<file path="src/common/lrsd_pkg.sv">
// constants shared by the lcd row scan driver
package lrsd_pkg;

   // geometry
   localparam int ROWS = 160;
   localparam int HALF = 80;

   // drive level codes, two bits per row output
   localparam logic [1:0] LVL_TOP = 2'h0;
   localparam logic [1:0] LVL_UPPER_MID = 2'h1;
   localparam logic [1:0] LVL_LOWER_MID = 2'h2;
   localparam logic [1:0] LVL_LOWEST = 2'h3;

   // positions of the pin inputs in the synchroniser vector
   localparam int N_IN = 12;
   localparam int IN_DIR = 0;
   localparam int IN_MODE = 1;
   localparam int IN_BLANK_N = 2;
   localparam int IN_FRAME_POL = 3;
   localparam int IN_LSCLK = 4;
   localparam int IN_MON_CLK = 5;
   localparam int IN_MON_GATE = 6;
   localparam int IN_NAND_A = 7;
   localparam int IN_NAND_B = 8;
   localparam int IN_SCAN_A = 9;
   localparam int IN_SCAN_B = 10;
   localparam int IN_SCAN_2ND = 11;

   // register map, byte addresses
   localparam int ADDR_W = 8;
   localparam logic [7:0] REG_CTRL = 8'h00;
   localparam logic [7:0] REG_STATUS = 8'h04;
   localparam logic [7:0] REG_INT_STAT = 8'h08;
   localparam logic [7:0] REG_INT_MASK = 8'h0C;
   localparam logic [7:0] REG_HALT_LIMIT = 8'h10;

   // ctrl fields
   localparam int CTRL_SOFT_BLANK = 0;

   // status fields
   localparam int ST_HALTED = 0;
   localparam int ST_DIR = 1;
   localparam int ST_MODE = 2;
   localparam int ST_BLANK_N = 3;
   localparam int ST_FRAME_POL = 4;
   localparam int ST_SCAN_OUT = 5;

   // interrupt fields
   localparam int N_EV = 3;
   localparam int EV_HALT = 0;
   localparam int EV_RESUME = 1;
   localparam int EV_SCAN_IN = 2;

   // reset values
   localparam logic CTRL_RESET = 1'b0;
   localparam logic [2:0] INT_MASK_RESET = 3'h0;

   // halt detection time and its cycle count at the pclk rate
   localparam longint CLK_PERIOD_PS = 10000;
   localparam longint HALT_TIME_US = 35600;
   localparam longint HALT_CYCLES = (HALT_TIME_US * 1000000) / CLK_PERIOD_PS;

endpackage

</file>
<file path="src/rtl/lrsd_row_scan_driver.sv">
// row scan driver: bidirectional scan chain, level select, clock monitor, apb registers
`timescale 1ns/10ps
`default_nettype none

module lrsd_row_scan_driver #(
   parameter int unsigned HALT_CYCLES = 32'(lrsd_pkg::HALT_CYCLES)
)
(
   input wire logic pclk,
   input wire logic presetn,
   input wire logic [lrsd_pkg::ADDR_W-1:0] paddr,
   input wire logic psel,
   input wire logic penable,
   input wire logic pwrite,
   input wire logic [31:0] pwdata,
   output logic [31:0] prdata,
   output logic pready,
   output logic pslverr,
   output logic irq,
   input wire logic scan_dir_sel,
   input wire logic chain_mode_sel,
   input wire logic blank_n,
   input wire logic frame_polarity,
   input wire logic line_shift_clk,
   input wire logic scan_io_a_in,
   output logic scan_io_a_out,
   output logic scan_io_a_oe,
   input wire logic scan_io_b_in,
   output logic scan_io_b_out,
   output logic scan_io_b_oe,
   input wire logic second_scan_in,
   output logic [2*lrsd_pkg::ROWS-1:0] row_drive_out,
   input wire logic monitor_clk_in,
   input wire logic monitor_gate_in,
   output logic clk_fail_out,
   input wire logic nand_in_a,
   input wire logic nand_in_b,
   output logic nand_out
);

   typedef struct packed {
      logic [lrsd_pkg::N_IN-1:0] sync1_r;
      logic [lrsd_pkg::N_IN-1:0] sync2_r;
      logic [lrsd_pkg::N_IN-1:0] prev_r;
      logic [lrsd_pkg::ROWS-1:0] chain_r;
      logic [2*lrsd_pkg::ROWS-1:0] row_level_r;
      logic scan_a_out_r;
      logic scan_b_out_r;
      logic scan_a_oe_r;
      logic scan_b_oe_r;
      logic [31:0] halt_cnt_r;
      logic halted_r;
      logic clk_fail_r;
      logic nand_r;
      logic soft_blank_r;
      logic [31:0] halt_limit_r;
      logic [lrsd_pkg::N_EV-1:0] int_stat_r;
      logic [lrsd_pkg::N_EV-1:0] int_mask_r;
      logic [31:0] prdata_r;
      logic irq_r;
   } lrsd_state_t;

   lrsd_state_t state_r;
   lrsd_state_t state_nxt;

   logic [lrsd_pkg::N_IN-1:0] pins_raw;
   logic [lrsd_pkg::N_IN-1:0] pins;
   logic shift_fall;
   logic mon_edge;
   logic dir_high;
   logic two_chains;
   logic blank_eff_n;
   logic in_first;
   logic in_second;
   logic [lrsd_pkg::N_EV-1:0] events;
   logic wr_access;
   logic rd_setup;
   logic addr_hit;
   logic [31:0] status_word;

   assign pins_raw = {second_scan_in, scan_io_b_in, scan_io_a_in, nand_in_b, nand_in_a,
                      monitor_gate_in, monitor_clk_in, line_shift_clk, frame_polarity,
                      blank_n, chain_mode_sel, scan_dir_sel};

   // only the second stage is ever read downstream
   assign pins = state_r.sync2_r;

   always_comb
   begin
      state_nxt = state_r;
      shift_fall = 1'b0;
      mon_edge = 1'b0;
      dir_high = 1'b0;
      two_chains = 1'b0;
      blank_eff_n = 1'b0;
      in_first = 1'b0;
      in_second = 1'b0;
      events = '0;
      wr_access = 1'b0;
      rd_setup = 1'b0;
      addr_hit = 1'b0;
      status_word = '0;

      // input synchronisers
      state_nxt.sync1_r = pins_raw;
      state_nxt.sync2_r = state_r.sync1_r;
      state_nxt.prev_r = pins;

      dir_high = pins[lrsd_pkg::IN_DIR];
      two_chains = pins[lrsd_pkg::IN_MODE];
      shift_fall = state_r.prev_r[lrsd_pkg::IN_LSCLK] & ~pins[lrsd_pkg::IN_LSCLK];
      mon_edge = state_r.prev_r[lrsd_pkg::IN_MON_CLK] ^ pins[lrsd_pkg::IN_MON_CLK];

      // serial inputs: the idle pad is the input end of the chain
      in_first = dir_high ? pins[lrsd_pkg::IN_SCAN_B] : pins[lrsd_pkg::IN_SCAN_A];
      in_second = pins[lrsd_pkg::IN_SCAN_2ND];

      // the scan chain
      if (shift_fall)
      begin
         if (!dir_high)
         begin
            // upward: first bit travels toward row 159
            if (two_chains)
            begin
               state_nxt.chain_r[lrsd_pkg::HALF-1:0] =
                  {state_r.chain_r[lrsd_pkg::HALF-2:0], in_first};
               state_nxt.chain_r[lrsd_pkg::ROWS-1:lrsd_pkg::HALF] =
                  {state_r.chain_r[lrsd_pkg::ROWS-2:lrsd_pkg::HALF], in_second};
            end
            else
            begin
               state_nxt.chain_r = {state_r.chain_r[lrsd_pkg::ROWS-2:0], in_first};
            end
         end
         else
         begin
            // downward: first bit travels toward row 0
            if (two_chains)
            begin
               state_nxt.chain_r[lrsd_pkg::ROWS-1:lrsd_pkg::HALF] =
                  {in_first, state_r.chain_r[lrsd_pkg::ROWS-1:lrsd_pkg::HALF+1]};
               state_nxt.chain_r[lrsd_pkg::HALF-1:0] =
                  {in_second, state_r.chain_r[lrsd_pkg::HALF-1:1]};
            end
            else
            begin
               state_nxt.chain_r = {in_first, state_r.chain_r[lrsd_pkg::ROWS-1:1]};
            end
         end
         events[lrsd_pkg::EV_SCAN_IN] = in_first;
      end

      // cascade output: row 159 going up, row 0 going down; in two-chain mode the last stage of the second chain
      state_nxt.scan_a_oe_r = dir_high;
      state_nxt.scan_b_oe_r = ~dir_high;
      state_nxt.scan_b_out_r = dir_high ? 1'b0 : state_nxt.chain_r[lrsd_pkg::ROWS-1];
      state_nxt.scan_a_out_r = dir_high ? state_nxt.chain_r[0] : 1'b0;

      // level select, computed from the chain as it stands after this edge
      blank_eff_n = pins[lrsd_pkg::IN_BLANK_N] & ~state_r.soft_blank_r;
      for (int i = 0; i < lrsd_pkg::ROWS; i++)
      begin
         if (!blank_eff_n)
         begin
            state_nxt.row_level_r[2*i +: 2] = lrsd_pkg::LVL_LOWEST;
         end
         else if (state_nxt.chain_r[i])
         begin
            state_nxt.row_level_r[2*i +: 2] = pins[lrsd_pkg::IN_FRAME_POL] ?
               lrsd_pkg::LVL_LOWEST : lrsd_pkg::LVL_TOP;
         end
         else
         begin
            state_nxt.row_level_r[2*i +: 2] = pins[lrsd_pkg::IN_FRAME_POL] ?
               lrsd_pkg::LVL_UPPER_MID : lrsd_pkg::LVL_LOWER_MID;
         end
      end

      // halt detector: any monitor clock edge restarts the watch window
      if (mon_edge)
      begin
         state_nxt.halt_cnt_r = '0;
         state_nxt.halted_r = 1'b0;
      end
      else if (state_r.halt_cnt_r >= state_r.halt_limit_r)
      begin
         state_nxt.halted_r = 1'b1;
      end
      else
      begin
         state_nxt.halt_cnt_r = state_r.halt_cnt_r + 32'h00000001;
      end
      events[lrsd_pkg::EV_HALT] = state_nxt.halted_r & ~state_r.halted_r;
      events[lrsd_pkg::EV_RESUME] = state_r.halted_r & ~state_nxt.halted_r;

      // gate low (its undriven state) also holds the fail output low
      state_nxt.clk_fail_r = ~state_nxt.halted_r & pins[lrsd_pkg::IN_MON_GATE];
      state_nxt.nand_r = ~(pins[lrsd_pkg::IN_NAND_A] & pins[lrsd_pkg::IN_NAND_B]);

      // apb slave, zero wait states
      addr_hit = (paddr == lrsd_pkg::REG_CTRL) || (paddr == lrsd_pkg::REG_STATUS) ||
                 (paddr == lrsd_pkg::REG_INT_STAT) || (paddr == lrsd_pkg::REG_INT_MASK) ||
                 (paddr == lrsd_pkg::REG_HALT_LIMIT);
      wr_access = psel & penable & pwrite & addr_hit;
      rd_setup = psel & ~penable & ~pwrite;

      status_word[lrsd_pkg::ST_HALTED] = state_r.halted_r;
      status_word[lrsd_pkg::ST_DIR] = dir_high;
      status_word[lrsd_pkg::ST_MODE] = two_chains;
      status_word[lrsd_pkg::ST_BLANK_N] = pins[lrsd_pkg::IN_BLANK_N];
      status_word[lrsd_pkg::ST_FRAME_POL] = pins[lrsd_pkg::IN_FRAME_POL];
      status_word[lrsd_pkg::ST_SCAN_OUT] = dir_high ? state_r.scan_a_out_r : state_r.scan_b_out_r;

      // read data is captured in the setup cycle so it stands through the access
      if (rd_setup)
      begin
         unique case (paddr)
            lrsd_pkg::REG_CTRL: state_nxt.prdata_r = {31'h00000000, state_r.soft_blank_r};
            lrsd_pkg::REG_STATUS: state_nxt.prdata_r = status_word;
            lrsd_pkg::REG_INT_STAT: state_nxt.prdata_r = {29'h00000000, state_r.int_stat_r};
            lrsd_pkg::REG_INT_MASK: state_nxt.prdata_r = {29'h00000000, state_r.int_mask_r};
            lrsd_pkg::REG_HALT_LIMIT: state_nxt.prdata_r = state_r.halt_limit_r;
            default: state_nxt.prdata_r = 32'h00000000;
         endcase
      end

      if (wr_access)
      begin
         unique case (paddr)
            lrsd_pkg::REG_CTRL: state_nxt.soft_blank_r = pwdata[lrsd_pkg::CTRL_SOFT_BLANK];
            lrsd_pkg::REG_INT_MASK: state_nxt.int_mask_r = pwdata[lrsd_pkg::N_EV-1:0];
            lrsd_pkg::REG_HALT_LIMIT: state_nxt.halt_limit_r = pwdata;
            default: state_nxt.int_mask_r = state_r.int_mask_r;
         endcase
      end

      // write one to clear; an event in the same cycle keeps its bit set
      state_nxt.int_stat_r = state_r.int_stat_r;
      if (wr_access && (paddr == lrsd_pkg::REG_INT_STAT))
      begin
         state_nxt.int_stat_r = state_r.int_stat_r & ~pwdata[lrsd_pkg::N_EV-1:0];
      end
      state_nxt.int_stat_r = state_nxt.int_stat_r | events;
      state_nxt.irq_r = |(state_nxt.int_stat_r & state_nxt.int_mask_r);
   end

   always_ff @(posedge pclk or negedge presetn)
   begin
      if (!presetn)
      begin
         state_r.sync1_r <= '0;
         state_r.sync2_r <= '0;
         state_r.prev_r <= '0;
         state_r.chain_r <= '0;
         state_r.row_level_r <= {lrsd_pkg::ROWS{lrsd_pkg::LVL_LOWEST}};
         state_r.scan_a_out_r <= 1'b0;
         state_r.scan_b_out_r <= 1'b0;
         state_r.scan_a_oe_r <= 1'b0;
         state_r.scan_b_oe_r <= 1'b0;
         state_r.halt_cnt_r <= '0;
         state_r.halted_r <= 1'b0;
         state_r.clk_fail_r <= 1'b0;
         state_r.nand_r <= 1'b1;
         state_r.soft_blank_r <= lrsd_pkg::CTRL_RESET;
         state_r.halt_limit_r <= HALT_CYCLES;
         state_r.int_stat_r <= '0;
         state_r.int_mask_r <= lrsd_pkg::INT_MASK_RESET;
         state_r.prdata_r <= '0;
         state_r.irq_r <= 1'b0;
      end
      else
      begin
         state_r <= state_nxt;
      end
   end

   assign prdata = state_r.prdata_r;
   assign pready = 1'b1;
   assign pslverr = psel & penable & ~addr_hit;
   assign irq = state_r.irq_r;
   assign scan_io_a_out = state_r.scan_a_out_r;
   assign scan_io_a_oe = state_r.scan_a_oe_r;
   assign scan_io_b_out = state_r.scan_b_out_r;
   assign scan_io_b_oe = state_r.scan_b_oe_r;
   assign row_drive_out = state_r.row_level_r;
   assign clk_fail_out = state_r.clk_fail_r;
   assign nand_out = state_r.nand_r;

endmodule // lrsd_row_scan_driver

`default_nettype wire

</file>
<file path="config.mk">
export PLATFORM = sky130hd
export DESIGN_NAME = lrsd_row_scan_driver
export DESIGN_NICKNAME = d
export VERILOG_FILES = /design/src/common/lrsd_pkg.sv /design/src/rtl/lrsd_row_scan_driver.sv
export SDC_FILE = /design/constraint.sdc
export NUM_CORES = 1
export LEC_CHECK = 0
export BUFFER_PORTS_ARGS = -buffer_cell sky130_fd_sc_hd__buf_2
export CAP_MARGIN = 20
export CORE_UTILIZATION = 35
export DETAILED_ROUTE_END_ITERATION = 12
export MAX_ROUTING_LAYER = met4
export PLACE_DENSITY_LB_ADDON = 0.3
export RECOVER_POWER = 25
export SLEW_MARGIN = 20
export SYNTH_ARGS = -nofsm -noshare
export SYNTH_HDL_FRONTEND = slang
export SYNTH_SLANG_ARGS = --single-unit
</file>
<file path="constraint.sdc">
create_clock -name pclk -period 3.4 [get_ports pclk]
set_input_delay 0.68 -clock pclk [delete_from_list [all_inputs] [get_ports pclk]]
set_output_delay 0.68 -clock pclk [all_outputs]
set_load 0.03 [all_outputs]
</file>
==> impl_metrics.yaml <==
yosys:
  syn_nets: 2306
  synth-simple-area-share_pct: 11.4
  ys_ff_latch: 458
  synth_compound_area_share_pct: 6.72
  ys_types: 57
  synth_edf_count: 0
  ys_seq_area_share_pct: 51.5
  synth_xor_area_share_pct: 6.68
  synthesis.area_per_instance_um2: 10.2
  synth_mux_area_share_pct: 7.49
  synth_flop_cell: "dfrtp_1"
  synth_async_sr_flop_share_pct: 100
  yosysWarnings: 0
  syn_inst: 2216
  synth_top_family_by_area: "buffers and inverters"
  synth_fa_ha_area_share_pct: 1.82
  syn-cell-area_um2: 22700
placed_design:
  gp_congestion: 0.834
  hpwl_mm: 32.6
  port_buffers: 416
sta:
  fin_tns_setup_ns: 0
  rsz0062_at_grt: "false"
  fin_crit_sh_pct: 91.3
  slew_headroom_pct: -29.4
  fin_skew_ns: 0.0417
  hold_viol: 0
  max_freq_mhz: 322
  min_period_ns: 3.10
  tightest_slew_ns: 1.94
  setup_violations: 0
  finalMaxSlewViolations: 72
clock_network:
  htree_levels: 2
  clock-sinks: 458
  insertion_delay_ns: 0.61
  cts_buffers: 51
  ctsResizeCount: 0
  cts_tree: "yes"
  post-cts-setup-buffer-count: 0
  clk_pin_slew_ns: 0.06
  ctsLongestPathBuffers: 3
  root_buffer: "clkbuf_16"
  hold_buffers: 0
setup_path:
  end_kind: "flop"
  r2r-end: "state_r[102]"
  cp.required_ns: 3.86
  timing.rr.start: "state_r[53]"
  cpLargestDelayFamily: "simple AND/OR/NAND/NOR gates"
  cpPeakStageDelay_ns: 0.53
  cp_num_buf_inv: 3
  path_class: "flop to flop"
  crit_slowest_cell: "dfstp_2"
  cp-start-kind: "flop"
  r2r_cells: 11
  crit_chain: "inv_1 -> ha_1 -> nand4_1 -> nor4_1 -> a32oi_1 -> a21boi_1 -> buf_4 -> nor2_1 -> buf_4 -> nor2_1 -> o41ai_1"
  worstPathMaxFanout: 10
  worstPathArrival_ns: 3.56
  r2r_setup_slack_ns: 0.30
die:
  io_pins: 418
  initial_core_util_pct: 35.7
  core_area_um2: 63500
  die-area_um2: 65800
  die_y_um: 257
  fp.dieW_um: 257
  rows: 92
layout:
  fin_nets: 2336
  finish.utilization_pct: 39.1
  final_cell_mix: "nand2_1 (443), buf_2 (414), dfrtp_1 (286), o21ai_0 (198), dfstp_2 (169)"
  final_common_cell: "nand2_1"
  syn_to_final_growth_pct: 9.44
  post_route_cells_drive_above_1_share_pct: 31.2
route:
  vias_per_cell: 4.59
  vias: 14400
  detail-route-antenna-nets: 0
  drc: 0
  first_pass_iters: 5
  wl_mm: 47.8
  routedWlPerCell_um: 15.2
  first_iter_violations: 686
run_status:
  violations: "capacitance limit, slew limit"
  status: "complete, but fails checks"
global_routing:
  grt_remaining_overflow: 0
  grt_pass1_wl_mm: 77.8
  grt_usage_pct: 14.8
  grt_start_max_net_pins: 161
  antenna_found_initial: 2
  grt_pass1_vias: 14500
worst_hold_path:
  holdPathEnd: "state_nxt[607]"
  whs_path_depth: 1
  hp-class: "input pin to flop"
  hp-start: "line_shift_clk"
pwr:
  power.density_nw_per_um2: 531
  ir_drop_v: 0.000377
  p_leak_uw: 0.0119
run:
  cap_violations: 1
-- power by group --
| part | internal [uW] | switching [uW] | total [uW] | leakage [uW] |
|---|---|---|---|---|
| sequential | 5770 | 155 | 5920 | 0.00560 |
| clock | 3450 | 2330 | 5780 | 0.000859 |
| combinational | 404 | 1070 | 1480 | 0.00544 |
-- layer usage --
layer	global-route usage (%)	wire length [um]
met4	4.10	1070
met2	23.7	22600
met5	-	0
met1	19.2	21700
met3	2.70	2350
-- cell families (layout without fill, tap and decap cells) --
kind of cell	count (synthesis)	after routing
flops	458	458
other cells	1	4
compound gates	271	271
xor+xnor	173	173
simple gates	602	602
fa+ha+maj	33	33
buf+inv	509	582
mux	169	169
-- through the flow --
| stage | power [uW] | hold slack [ns] | instance area, um^2 | std cells | setup WS [ns] |
|---|---|---|---|---|---|
| 6_report | 13200 | 0.181 | 24800 | 3138 | 0.297 |
| 5_1_grt | 13800 | 0.142 | 24800 | 3136 | 0.0431 |
| 4_1_cts | 13400 | 0.0602 | 24900 | 3135 | 0.348 |
| 3_5_place_dp | 7530 | 0.335 | 23100 | 3039 | 0.377 |
| 3_3_place_gp | 7520 | 0.335 | 23100 | 3039 | 0.409 |
| 2_1_floorplan | 7280 | 0.331 | 22700 | 2216 | 0.521 |
-- worst reg2reg max path, cell delays in order, from the launching register on --
cell and delay, ns:
dfstp_2 0.53, inv_1 0.05, ha_1 0.32, nand4_1 0.15, nor4_1 0.31, a32oi_1 0.19
a21boi_1 0.28, buf_4 0.23, nor2_1 0.05, buf_4 0.16, nor2_1 0.49, o41ai_1 0.20
-- cells in the mapped netlist (8+ instances only) --
cell type	count	area [um^2]
a21oi_1	24	120
and3_1	9	56.3
buf_1	23	86.3
buf_2	14	70.1
buf_4	353	2650
clkbuf_1	81	304
dfrtp_1	288	7210
dfstp_2	170	4470
ha_1	33	413
inv_1	35	131
mux2i_1	162	1620
nand2_1	443	1660
nand2b_1	14	87.6
nand3_1	35	175
nand4_1	20	125
nor2_1	37	139
o21ai_0	198	991
o311ai_0	8	70.1
o41ai_1	10	87.6
xnor2_1	14	123
xor2_1	159	1390
-- worst max-delay path by stage --
stage                             startpoint                to  depth (start not counted)
final                            state_r[53]      state_r[102]                         11
after global routing             state_r[53]      state_r[102]                         11
after CTS                        state_r[53]      state_r[102]                         11
after detailed placement         state_r[53]      state_r[102]                         11
after global placement           state_r[53]      state_r[101]                         11
after floorplan           row_drive_out[318]  row_drive_out[0]                          1
-- registers in the layout (all words and copies together) (netlist names), 12 cells and up --
name and cells:
prdata 32, state_r 235, state_nxt 12, pins 12, row_drive_out 161
-- layout make-up --
cell class | count | area (um^2)
Fill cell | 6249 | 38700
Multi-Input combinational cell | 1249 | 7760
Clock inverter | 20 | 294
Inverter | 35 | 131
Sequential cell | 458 | 11700
Clock buffer | 76 | 1490
Tap cell | 846 | 1060
Timing Repair Buffer | 451 | 2400
Antenna cell | 3 | 7.51
Power figures use the tool's default switching activity.
